`src/clkdiv_map.svh`:
```
// register offsets, field positions and reset values of the sample clock divider
// assumes inclusion by bare name from the serial port, the main module and the bench
`ifndef CLKDIV_MAP_SVH
`define CLKDIV_MAP_SVH

`define ADDR_RATIO 15'h0108
`define ADDR_PHASE 15'h0109
`define ADDR_ALIGN 15'h010a

`define RST_RATIO 3'h1
`define RST_PHASE 4'h0
`define RST_AUTO 1'h0
`define RST_SKEW 2'h0

`define RATIO_DIV1 3'h0
`define RATIO_DIV2 3'h1
`define RATIO_DIV4 3'h3
`define RATIO_DIV8 3'h7

`define AUTO_BIT 7
`define NEG_HI 3
`define NEG_LO 2
`define POS_HI 1
`define POS_LO 0

`define SPI_INSTR_BITS 5'h10
`define SPI_LAST_BIT 5'h17
`define SPI_READ_BIT 15

`endif

```
`src/clkdiv_pkg.sv`:
```
// types shared by the divider and its serial register port
// assumes clkdiv_map.svh on the include path
package clkdiv_pkg;
    typedef enum logic [1:0] {
        PH_IDLE = 2'b00,
        PH_INSTR = 2'b01,
        PH_DATA = 2'b10,
        PH_DONE = 2'b11
    } spi_phase_t;
endpackage

```
`src/reg_port_if.sv`:
```
// register access between the serial port and the divider register file
// assumes one clock domain; wr is a one-cycle pulse
interface reg_port_if;
    logic [14:0] addr;
    logic [7:0] wdata;
    logic wr;
    logic [7:0] rdata;
    modport port (output addr, output wdata, output wr, input rdata);
    modport regs (input addr, input wdata, input wr, output rdata);
endinterface

```
`src/spi_reg_port.sv`:
```
// serial register port: 16-bit instruction (read flag, 15-bit address), 8 data bits, msb first
// assumes sclk, csb and sdi synchronous to clk and far slower than it
module spi_reg_port
    import clkdiv_pkg::*;
(
    input wire logic clk,
    input wire logic arst_n,
    input wire logic sclk,
    input wire logic csb,
    input wire logic sdi,
    output logic sdo,
    output logic sdoEn,
    reg_port_if.port rp
);
    `include "clkdiv_map.svh"

    spi_phase_t phase, next_phase;
    logic [4:0] bitCnt, next_bitCnt;
    logic [15:0] instr, next_instr;
    logic [7:0] dataSh, next_dataSh;
    logic [7:0] outSh, next_outSh;
    logic sclkQ, next_sclkQ;
    logic next_sdo, next_sdoEn, next_wr;
    logic sclkRise, sclkFall, isRead;

    assign sclkRise = sclk & ~sclkQ;
    assign sclkFall = ~sclk & sclkQ;
    assign isRead = instr[`SPI_READ_BIT];
    assign rp.addr = instr[14:0];
    assign rp.wdata = dataSh;

    always_comb begin
        next_phase = phase;
        next_bitCnt = bitCnt;
        next_instr = instr;
        next_dataSh = dataSh;
        next_outSh = outSh;
        next_sclkQ = sclk;
        next_sdo = sdo;
        next_sdoEn = sdoEn;
        next_wr = 1'b0;
        if (csb) begin
            next_phase = PH_IDLE;
            next_bitCnt = 5'h00;
            next_sdoEn = 1'b0;
        end else begin
            case (phase)
                PH_IDLE: begin
                    next_phase = PH_INSTR;
                end
                PH_INSTR: begin
                    if (sclkRise) begin
                        next_instr = {instr[14:0], sdi};
                        next_bitCnt = bitCnt + 5'h01;
                        if (bitCnt == `SPI_INSTR_BITS - 5'h01) begin
                            next_phase = PH_DATA;
                        end
                    end
                end
                PH_DATA: begin
                    // read data leaves on falling edges, first bit taken from the register file
                    if (sclkFall && isRead) begin
                        next_sdoEn = 1'b1;
                        if (bitCnt == `SPI_INSTR_BITS) begin
                            next_sdo = rp.rdata[7];
                            next_outSh = {rp.rdata[6:0], 1'b0};
                        end else begin
                            next_sdo = outSh[7];
                            next_outSh = {outSh[6:0], 1'b0};
                        end
                    end
                    if (sclkRise) begin
                        next_dataSh = {dataSh[6:0], sdi};
                        next_bitCnt = bitCnt + 5'h01;
                        if (bitCnt == `SPI_LAST_BIT) begin
                            next_phase = PH_DONE;
                            next_wr = ~isRead;
                        end
                    end
                end
                PH_DONE: begin
                    next_phase = PH_DONE;
                end
                default: begin
                    next_phase = PH_IDLE;
                end
            endcase
        end
    end

    always_ff @(posedge clk or negedge arst_n) begin
        if (!arst_n) begin
            phase <= PH_IDLE;
            bitCnt <= 5'h00;
            instr <= 16'h0000;
            dataSh <= 8'h00;
            outSh <= 8'h00;
            sclkQ <= 1'b0;
            sdo <= 1'b0;
            sdoEn <= 1'b0;
            rp.wr <= 1'b0;
        end else begin
            phase <= next_phase;
            bitCnt <= next_bitCnt;
            instr <= next_instr;
            dataSh <= next_dataSh;
            outSh <= next_outSh;
            sclkQ <= next_sclkQ;
            sdo <= next_sdo;
            sdoEn <= next_sdoEn;
            rp.wr <= next_wr;
        end
    end
endmodule

```
`src/sample_clock_divider_phase.sv`:
```
// sample clock divider with programmable ratio, half-cycle phase offset and timing-reference realignment
// assumes clk is the input sample clock; sysref and serial pins are synchronous to it
// Summary of operation
// RQ1: divider select picks 1, 2, 4, 8
// RQ2: phase offset delays in half-cycle steps
// RQ3: code 0001 inverts clock, half cycle
// RQ4: code 1100 gives six cycles delay
// RQ5: autophase off keeps phase on reference
// RQ6: autophase on realigns divider to reference
// RQ7: negative window 00 tolerates no skew
// RQ8: negative codes allow early half-step skew
// RQ9: positive window same encoding, late arrival
// RQ10: reference inside window leaves phase unchanged
// RQ11: reserved bits read zero, ignore writes
module sample_clock_divider_phase
    import clkdiv_pkg::*;
(
    input wire logic clk,
    input wire logic arst_n,
    input wire logic sclk,
    input wire logic csb,
    input wire logic sdi,
    output logic sdo,
    output logic sdoEn,
    input wire logic sysref,
    output logic divClk,
    output logic divTick,
    output logic clkInvert,
    output logic realigned
);
    `include "clkdiv_map.svh"

    reg_port_if rp ();

    spi_reg_port spi_reg_port_i (
        .clk(clk),
        .arst_n(arst_n),
        .sclk(sclk),
        .csb(csb),
        .sdi(sdi),
        .sdo(sdo),
        .sdoEn(sdoEn),
        .rp(rp)
    );

    logic [2:0] ratioSel, next_ratioSel;
    logic [3:0] phaseOffset, next_phaseOffset;
    logic autoPhase, next_autoPhase;
    logic [1:0] negSkew, next_negSkew;
    logic [1:0] posSkew, next_posSkew;
    logic wrRatio;
    logic wrPhase;
    logic wrAlign;
    logic ratioCodeOk;

    // one write strobe per register; unmapped addresses raise none
    always_comb begin
        wrRatio = 1'b0;
        wrPhase = 1'b0;
        wrAlign = 1'b0;
        case (rp.addr)
            `ADDR_RATIO: begin
                wrRatio = rp.wr;
            end
            `ADDR_PHASE: begin
                wrPhase = rp.wr;
            end
            `ADDR_ALIGN: begin
                wrAlign = rp.wr;
            end
            default: begin
            end
        endcase
    end

    // RQ1: only listed codes taken
    // other codes would leave gaps in the wrap mask, so they keep the old ratio
    always_comb begin
        case (rp.wdata[2:0])
            `RATIO_DIV1: ratioCodeOk = 1'b1;
            `RATIO_DIV2: ratioCodeOk = 1'b1;
            `RATIO_DIV4: ratioCodeOk = 1'b1;
            `RATIO_DIV8: ratioCodeOk = 1'b1;
            default: ratioCodeOk = 1'b0;
        endcase
    end

    // register file; reserved bits have no storage
    always_comb begin
        next_ratioSel = ratioSel;
        next_phaseOffset = phaseOffset;
        next_autoPhase = autoPhase;
        next_negSkew = negSkew;
        next_posSkew = posSkew;
        if (wrRatio && ratioCodeOk) begin
            next_ratioSel = rp.wdata[2:0];
        end
        if (wrPhase) begin
            next_phaseOffset = rp.wdata[3:0];
        end
        if (wrAlign) begin
            next_autoPhase = rp.wdata[`AUTO_BIT];
            next_negSkew = rp.wdata[`NEG_HI:`NEG_LO];
            next_posSkew = rp.wdata[`POS_HI:`POS_LO];
        end
    end

    // RQ11: reserved bits zero
    // the address stays in the port until the frame ends, so it also selects the read data
    always_comb begin
        case (rp.addr)
            `ADDR_RATIO: begin
                rp.rdata = {5'h00, ratioSel};
            end
            `ADDR_PHASE: begin
                rp.rdata = {4'h0, phaseOffset};
            end
            `ADDR_ALIGN: begin
                rp.rdata = {autoPhase, 3'h0, negSkew, posSkew};
            end
            default: begin
                rp.rdata = 8'h00;
            end
        endcase
    end

    // RQ1: ratio resets to divide by two
    always_ff @(posedge clk or negedge arst_n) begin
        if (!arst_n) begin
            ratioSel <= `RST_RATIO;
            phaseOffset <= `RST_PHASE;
            autoPhase <= `RST_AUTO;
            negSkew <= `RST_SKEW;
            posSkew <= `RST_SKEW;
        end else begin
            ratioSel <= next_ratioSel;
            phaseOffset <= next_phaseOffset;
            autoPhase <= next_autoPhase;
            negSkew <= next_negSkew;
            posSkew <= next_posSkew;
        end
    end

    // divider
    logic [2:0] cnt, next_cnt;
    logic [2:0] mask, shifted;
    logic sysrefQ, sysrefEdge;
    logic [7:0] alignedAt;
    logic inWindow;
    logic next_realigned;
    logic next_divClk, next_divTick, next_clkInvert;

    // RQ1: ratio code is also the counter wrap mask
    assign mask = ratioSel;
    // rising edge only; sysrefQ resets to the idle level so no false edge follows reset
    assign sysrefEdge = sysref & ~sysrefQ;

    // window test per counter phase, in half input clocks from phase zero
    // codes count half input clocks while the counter steps whole ones, so code 01 only passes phase zero
    for (genvar e = 0; e < 8; e++) begin : g_phase
        logic [3:0] lateHalves, earlyHalves;
        // RQ7: offset of the reference from phase zero
        assign lateHalves = {3'(e), 1'b0};
        assign earlyHalves = {(mask - 3'(e) + 3'h1) & mask, 1'b0};
        // RQ8: early arrival within the negative window
        // RQ9: late arrival within the positive window
        assign alignedAt[e] = (e == 0) ||
                              (lateHalves <= {2'h0, posSkew}) ||
                              (earlyHalves <= {2'h0, negSkew});
    end
    // RQ10: inside either window counts as aligned
    assign inWindow = alignedAt[cnt];

    // counter group: free running phase, moved only by a reference outside the window
    always_comb begin
        next_cnt = (cnt + 3'h1) & mask;
        next_realigned = 1'b0;
        // RQ5: reference ignored when autophase off
        // RQ6: realign so the reference cycle is phase zero
        if (autoPhase && sysrefEdge && !inWindow) begin
            // loading 1 makes the reference cycle itself phase zero
            next_cnt = 3'h1 & mask;
            next_realigned = 1'b1;
        end
    end

    always_ff @(posedge clk or negedge arst_n) begin
        if (!arst_n) begin
            cnt <= 3'h0;
            sysrefQ <= 1'b0;
            realigned <= 1'b0;
        end else begin
            cnt <= next_cnt;
            sysrefQ <= sysref;
            realigned <= next_realigned;
        end
    end

    // output group: decoded from the next count so the outputs stay one flop from the counter
    always_comb begin
        // RQ2: whole-cycle part of the offset
        // RQ4: code 1100 lands six cycles late
        shifted = (next_cnt - phaseOffset[3:1]) & mask;
        next_divTick = (shifted == 3'h0);
        // divide by one keeps the level high; otherwise high for the first half of the count
        next_divClk = (mask == 3'h0) ? 1'b1 : ((shifted & (mask ^ (mask >> 1))) == 3'h0);
        // RQ3: odd code selects inverted input clock
        next_clkInvert = phaseOffset[0];
    end

    always_ff @(posedge clk or negedge arst_n) begin
        if (!arst_n) begin
            divClk <= 1'b0;
            divTick <= 1'b0;
            clkInvert <= 1'b0;
        end else begin
            divClk <= next_divClk;
            divTick <= next_divTick;
            clkInvert <= next_clkInvert;
        end
    end
endmodule

```
`config.mk`:
```
export PLATFORM = sky130hd
export DESIGN_NAME = sample_clock_divider_phase
export DESIGN_NICKNAME = d
export VERILOG_FILES = /design/src/clkdiv_pkg.sv /design/src/reg_port_if.sv /design/src/spi_reg_port.sv /design/src/sample_clock_divider_phase.sv
export VERILOG_INCLUDE_DIRS = /design/src
export SDC_FILE = /design/constraint.sdc
export NUM_CORES = 1
export LEC_CHECK = 0
export BUFFER_PORTS_ARGS = -buffer_cell sky130_fd_sc_hd__buf_4
export CAP_MARGIN = 10
export CORE_MARGIN = 2
export CORE_UTILIZATION = 55
export CTS_CLUSTER_DIAMETER = 50
export DETAILED_ROUTE_END_ITERATION = 8
export PLACE_DENSITY = 0.72
export SYNTH_ARGS = -nofsm -noshare
export SYNTH_HDL_FRONTEND = slang
export SYNTH_SLANG_ARGS = --single-unit
```
`constraint.sdc`:
```
create_clock -name clk -period 2.8 [get_ports clk]
set_input_delay 0.7 -clock clk [delete_from_list [all_inputs] [get_ports clk]]
set_output_delay 0.7 -clock clk [all_outputs]
set_load 0.01 [all_outputs]
```
# Word level (Yosys, flattened, before mapping)
# Index checks and enable logic that the tools add are counted.
# word_totals
register_bits,63
latchBits,0
mem_bits_rw,0
mem_bits_ro,0
inputBits,6
output_inout_bits,6
mem_count,0
# classes
addsub,17
multipliers,0
div_mod_pow,0
order_cmp,15
eq_ne,16
shift,0
mux,28
n_bitwise,19
n_reduce_logical,29
# op_table
cell,count
$eq 15x9->1 const B,3
$and 3x3->3,10
$le 4x2->1,7
$add 3x1->3 const B,8
$pmux 8 s3,1
$le 4x2->1 const A,4
$mux 1,15
$mux 5,3
$logic_not 3->1,4
$ne 3x2->1 const B,4
$sub 3x3->3 const B,4
$eq 5x5->1 const B,2
$mux 2,5
$reduce_and 3->1,3
$mux 8,1
$pmux 2 s4,1
$reduce_bool 2->1,4
$logic_or 1x1->1,7
$le 3x2->1 const A,2
$sub 3x2->3 const B,2
$add 5x1->5 const B,1
$eq 5x4->1 const B,1
$not 1->1,5
$eq 2x2->1 const B,2
19 further kinds,25

# Longest topological paths before layout
# depth
word_depth,15
ltp_mapped,15
mapped_depth_nobuf,14

# Cells and area by module
# A second synthesis with hierarchy kept.
# unflattened
cells_unflattened,273
hier_area_um2,3170.5
# modules_own_cells
mod,instances,cells_per_inst,area_each_um2,seq_area_each_um2
spi_reg_port,1,157,1958.1,1051.0
sample_clock_divider_phase,1,116,1212.4,501.7

# Least setup slack after synthesis
# OpenSTA, ideal clock, no wires.
# synth_timing
path_type,flip-flop to flip-flop
start,register ratioSel[0] (netlist: mask[0])
end,register divClk
setup_ps,78
t_arrival_ps,2682
t_required_ps,2722
path_slack_ps,40
path_stages_with_launch,14
n_path_buf,0
path_cell_list,dfstp_2 -> ha_1 -> a211oi_1 -> or2_2 -> o221ai_1 -> nand2_1 -> a21oi_1 -> inv_1 -> ha_1 -> inv_1 -> fa_1 -> a32o_1 -> a21oi_1 -> o21bai_1
# synth_between
elab_chain_cells,15
word_cells_on_any_way,48
classes_between,add/sub: 15; order compare: 7; mux: 4; bitwise: 11; reduce/logical: 11
# synth_rtl
element,line,text
start: declaration,sample_clock_divider_phase.sv:46,"logic [2:0] ratioSel, next_ratioSel;"
start signal: assignment,sample_clock_divider_phase.sv:130,ratioSel <= `RST_RATIO;
start signal: assignment,sample_clock_divider_phase.sv:136,ratioSel <= next_ratioSel;
$sub 3x1->3 (tied with other cells),sample_clock_divider_phase.sv:164,"assign earlyHalves = {(mask - 3'(e) + 3'h1) & mask, 1'b0};"
$add 3x1->3,sample_clock_divider_phase.sv:164,
$and 3x3->3,sample_clock_divider_phase.sv:164,
$le 4x2->1,sample_clock_divider_phase.sv:169,"(earlyHalves <= {2'h0, negSkew});"
$logic_or 1x1->1,sample_clock_divider_phase.sv:168,"(lateHalves <= {2'h0, posSkew}) ||"
$bmux 1 s3,sample_clock_divider_phase.sv:172,assign inWindow = alignedAt[cnt];
$mux 1 (not written as such),sample_clock_divider_phase.sv:172,
$logic_not 1->1,sample_clock_divider_phase.sv:180,if (autoPhase && sysrefEdge && !inWindow) begin
$logic_and 1x1->1,sample_clock_divider_phase.sv:180,
$mux 3 *,sample_clock_divider_phase.sv:180,
net next_cnt[0],sample_clock_divider_phase.sv:145,"logic [2:0] cnt, next_cnt;"
$sub 3x3->3 *,sample_clock_divider_phase.sv:203,shifted = (next_cnt - phaseOffset[3:1]) & mask;
$and 3x3->3 *,sample_clock_divider_phase.sv:203,
$and 3x3->3 *,sample_clock_divider_phase.sv:206,next_divClk = (mask == 3'h0) ? 1'b1 : ((shifted & (mask ^ (mask >> 1))) == 3'h0);
$logic_not 3->1 *,sample_clock_divider_phase.sv:206,
$mux 1 *,sample_clock_divider_phase.sv:206,
net next_divClk,sample_clock_divider_phase.sv:151,"logic next_divClk, next_divTick, next_clkInvert;"
end signal: assignment,sample_clock_divider_phase.sv:217,divClk <= next_divClk;
end: declaration,sample_clock_divider_phase.sv:26,"output logic divClk,"
# The timed path passes the listed nets; every way through them passes the cells marked *. The select of a mux whose other input is x is not followed.
# A chain may end at the register's enable or synchronous reset.

# Worst setup path in the final report
# Ends and elaborated chain as after synthesis.

==> flow_summary_export.csv <==
group,metric,value,unit
drt,vias,1983,
clock_tree,clkSinkCount,62,
floorplanning,dieArea,6120,um^2
logic_synthesis,ys_warn_count,0,
finish,seq_area,1550,um^2
logic_synthesis,ys.flop_type,"dfrtp_1",
finish,final_cells,367,
logic_synthesis,synthArstFlopShare,100,%
worst_setup_path,cpMostUsedCell,"a21oi_2",
worst_setup_path,startpoint_type,"flip-flop",
floorplanning,rows,27,
worst_setup_path,path_class,"flip-flop to flip-flop",
floorplanning,die_h,78.2,um
worst_setup_path,worst_setup_path_end_kind,"flip-flop",
timing,holdWs,420,ps
place,place_congestion,0.880,
worst_setup_path,arrival,3160,ps
drt,drtPass1Iterations,4,
worst_setup_path,crit_slowest_cell,"dfstp_2",
status,failed_checks,"negative setup slack",
logic_synthesis,yosysUniqueCellTypes,44,
clock_tree,h-tree-depth,3,
logic_synthesis,yosysSeqAreaShare,51.3,%
drt,wirelength,5500,um
finish,area.growth.synth_to_final,18.1,%
worst_setup_path,critPathMaxStageDelay,600,ps
logic_synthesis,yosys-top-cells-area,"dfrtp_1 (50%), mux2_2 (12%), ha_1 (6.6%), nand2_1 (2.9%), o21ai_0 (2.8%)",
drt,drt_iter0_drc,72,
logic_synthesis,synth_largest_area_cell,"dfrtp_1",
timing,slew_headroom,49.6,%
worst_setup_path,path_depth,14,
floorplanning,boundaryPins,12,
place,dpl.hpwl,3560,um
finish,n_fill_cell,426,
finish,antennaDiodeCount,0,
timing,rsz0062_at_grt,"yes",
drt,antenna_left,0,
global_route,grt_use_total,19.8,%
worst_setup_path,crit_chain,"inv_4, ha_4, nor2b_1, o21ai_1, a211oi_2, nand2_1, a21oi_2, inv_1, ha_2, inv_2, fa_2, a32o_2, a21oi_2, o21bai_1",
timing,fin_crit_sh,103,%
timing,setup_viol_count_final,1,
global_route,grt_max_degree,63,
logic_synthesis,ys_ff_latch,62,
clock_tree,cts_made_buffers,9,
worst_setup_path,reg2reg_depth,14,
global_route,grt_pass1_wl,9220,um
logic_synthesis,synth-edff-count,0,
status,status,"complete, but fails checks",
worst_setup_path,required,3070,ps
logic_synthesis,syn_avg_cell_area,11.7,um^2
logic_synthesis,netlist_instances,259,
finish,drive_gt1_share,35.6,%
global_route,grt_pass1_vias,1941,
finish,final_area,3580,um^2
place,place_ws,-147,ps
worst_setup_path,path_max_fanout,3,
clock_tree,cts_buffer_depth,2,
timing,tightest_slew,757,ps
finish,multi_input_area,1490,um^2
timing,hold_violations,0,
place,placed_cell_area,3240,um^2
clock_tree,cts_tree,"built",
worst_setup_path,worst-path-buf-inv,3,
min_path,hold_class,"primary input to async pin",
pwr,peakVddDrop,484,uV
flow_run,maxCapViolCount,0,
clock_tree,clk_pin_slew_worst_paths,70,ps
finish,final_util,66.2,%
timing,slew_viol_final,0,
drt,routedWlPerCell,15.0,um
worst_setup_path,r2r-start,"mask[0]$_DFFE_PN1P_",
clock_tree,clock_latency,350,ps
global_route,grt_antenna_before_repair,0,
place,io_buffers,11,
timing,worst_slack,-85.3,ps
worst_setup_path,cp_top_family,"compound AO/OA/AOI/OAI gates",
floorplanning,fp.dieW,78.2,um
pwr,power.density,577,nW/um^2
logic_synthesis,synth_area,3030,um^2
timing,fin_skew,6.56,ps
worst_setup_path,crit_start,"mask[0]$_DFFE_PN1P_",
clock_tree,root_buffer,"clkbuf_8",
finish,finalNetCount,313,
logic_synthesis,synth_top_area_share,50.4,%
pwr,p_leak,1.61,nW
floorplanning,initial_core_util,56.0,%
place,placedCellCount,345,
timing,final.min_clock_period,2890,ps
global_route,grt_overflow,0,
drt,route.detailed.drc,0,
floorplanning,core_area,5410,um^2
drt,routed_via_density,5.40,
timing,fmax,347,MHz
logic_synthesis,syn-num-nets,282,
## cells in the final DEF (no fill, tap or decap), types with 3 or more instances in the layout
| master | count |
|---|---|
| xor2_1 | 3 |
| nand2_1 | 23 |
| a21oi_2 | 3 |
| dfrtp_1 | 60 |
| nor3b_2 | 3 |
| ha_1 | 12 |
| nand3b_1 | 3 |
| nor2_1 | 13 |
| o21ai_0 | 16 |
| clkbuf_8 | 10 |
| xnor2_1 | 3 |
| inv_1 | 16 |
| nand2b_1 | 5 |
| a21oi_1 | 10 |
| buf_4 | 24 |
| clkinvlp_4 | 4 |
| nor3_1 | 3 |
| mux2_2 | 32 |
| ha_4 | 3 |
## routing by layer
metal / GRT usage [%] / vias up / routed length (um)
li1: - / 978 / -
met1: 25.7 / 971 / 2490
met2: 30.7 / 27 / 2730
met3: 7.93 / 7 / 220
met4: 6.32 / 0 / 65
met5: 0 / - / 0
## cell type report
cell class | count | share of cell area [%]
Clock buffer | 10 | 3.85
Multi-Input combinational cell | 174 | 41.6
Tap cell | 72 | 2.52
Clock inverter | 6 | 1.33
Sequential cell | 62 | 43.4
Inverter | 18 | 1.96
Timing Repair Buffer | 25 | 5.35
## flip-flops by register name, indices dropped and copies added (netlist names), 2 cells and up
| signal | cells |
|---|---|
| posSkew | 2 |
| spi_reg_port_i.rp.wdata | 8 |
| phaseOffset | 4 |
| spi_reg_port_i.outSh | 7 |
| spi_reg_port_i.bitCnt | 5 |
| spi_reg_port_i.phase | 2 |
| negSkew | 2 |
| mask | 3 |
| cnt | 3 |
| spi_reg_port_i.instr | 16 |
## power by group
group          leakage, nW  internal (W)  total [W]  switching (W)
registers            0.833      0.000975    0.00109       0.000120
clock network       0.0807      0.000347   0.000718       0.000371
logic                0.696      0.000125   0.000252       0.000126
## cells in the mapped netlist, types with 2 or more instances
cell	count
a211o_1	2
a211oi_1	3
a21oi_1	13
a221oi_1	2
a222oi_1	2
and3_1	2
buf_2	2
clkbuf_1	2
dfrtp_1	61
ha_1	16
inv_1	18
mux2_2	32
nand2_1	23
nand2_2	2
nand2b_1	6
nand3b_1	3
nand4_1	2
nor2_1	13
nor2b_1	2
nor3_1	3
nor3b_1	2
nor3b_2	3
nor4b_4	2
o21ai_0	17
o31ai_1	2
or2_2	2
xnor2_1	3
xor2_1	3
## kinds of logic after synthesis
family	after synthesis	synth area share, %
AOI/OAI and AO/OA	49	10.2
muxes	33	12.2
DFF	62	51.3
buffers and inverters	23	2.93
adders and majority gates	17	7.27
xor gates and xnor gates	6	1.74
and+or+nand+nor	69	14.3
## path summary, 6_finish.rpt
kind | end | slack, ps
min in group clk | clkInvert$_DFF_PN0_ | 420
setup / recovery | divClk$_DFF_PN0_ | -90
hold / removal | spi_reg_port_i.rp.wdata[0]$_DFFE_PN0P_ | 420
max in group asynchronous | mask[1]$_DFFE_PN0P_ | 1840
hold reg to reg | clkInvert$_DFF_PN0_ | 420
setup reg to reg | divClk$_DFF_PN0_ | -90
## what timing repair did
action / CTS / global route
hold buffers: 0 / 0
setup buffers: 3 / 3
endpoints found under the setup margin: 2 / 2
resized for setup: 14 / 11
pin swaps: 9 / 10
## metrics by stage
stage,total power [W],TNS [ps]
floorplan,0.00128,0
global route,0.00218,-293
CTS,0.00209,-33.7
finish,0.00206,-85.3
detailed placement,0.00137,-236
global placement,0.00136,0
Note: power is estimated with default switching activity, not from simulation.
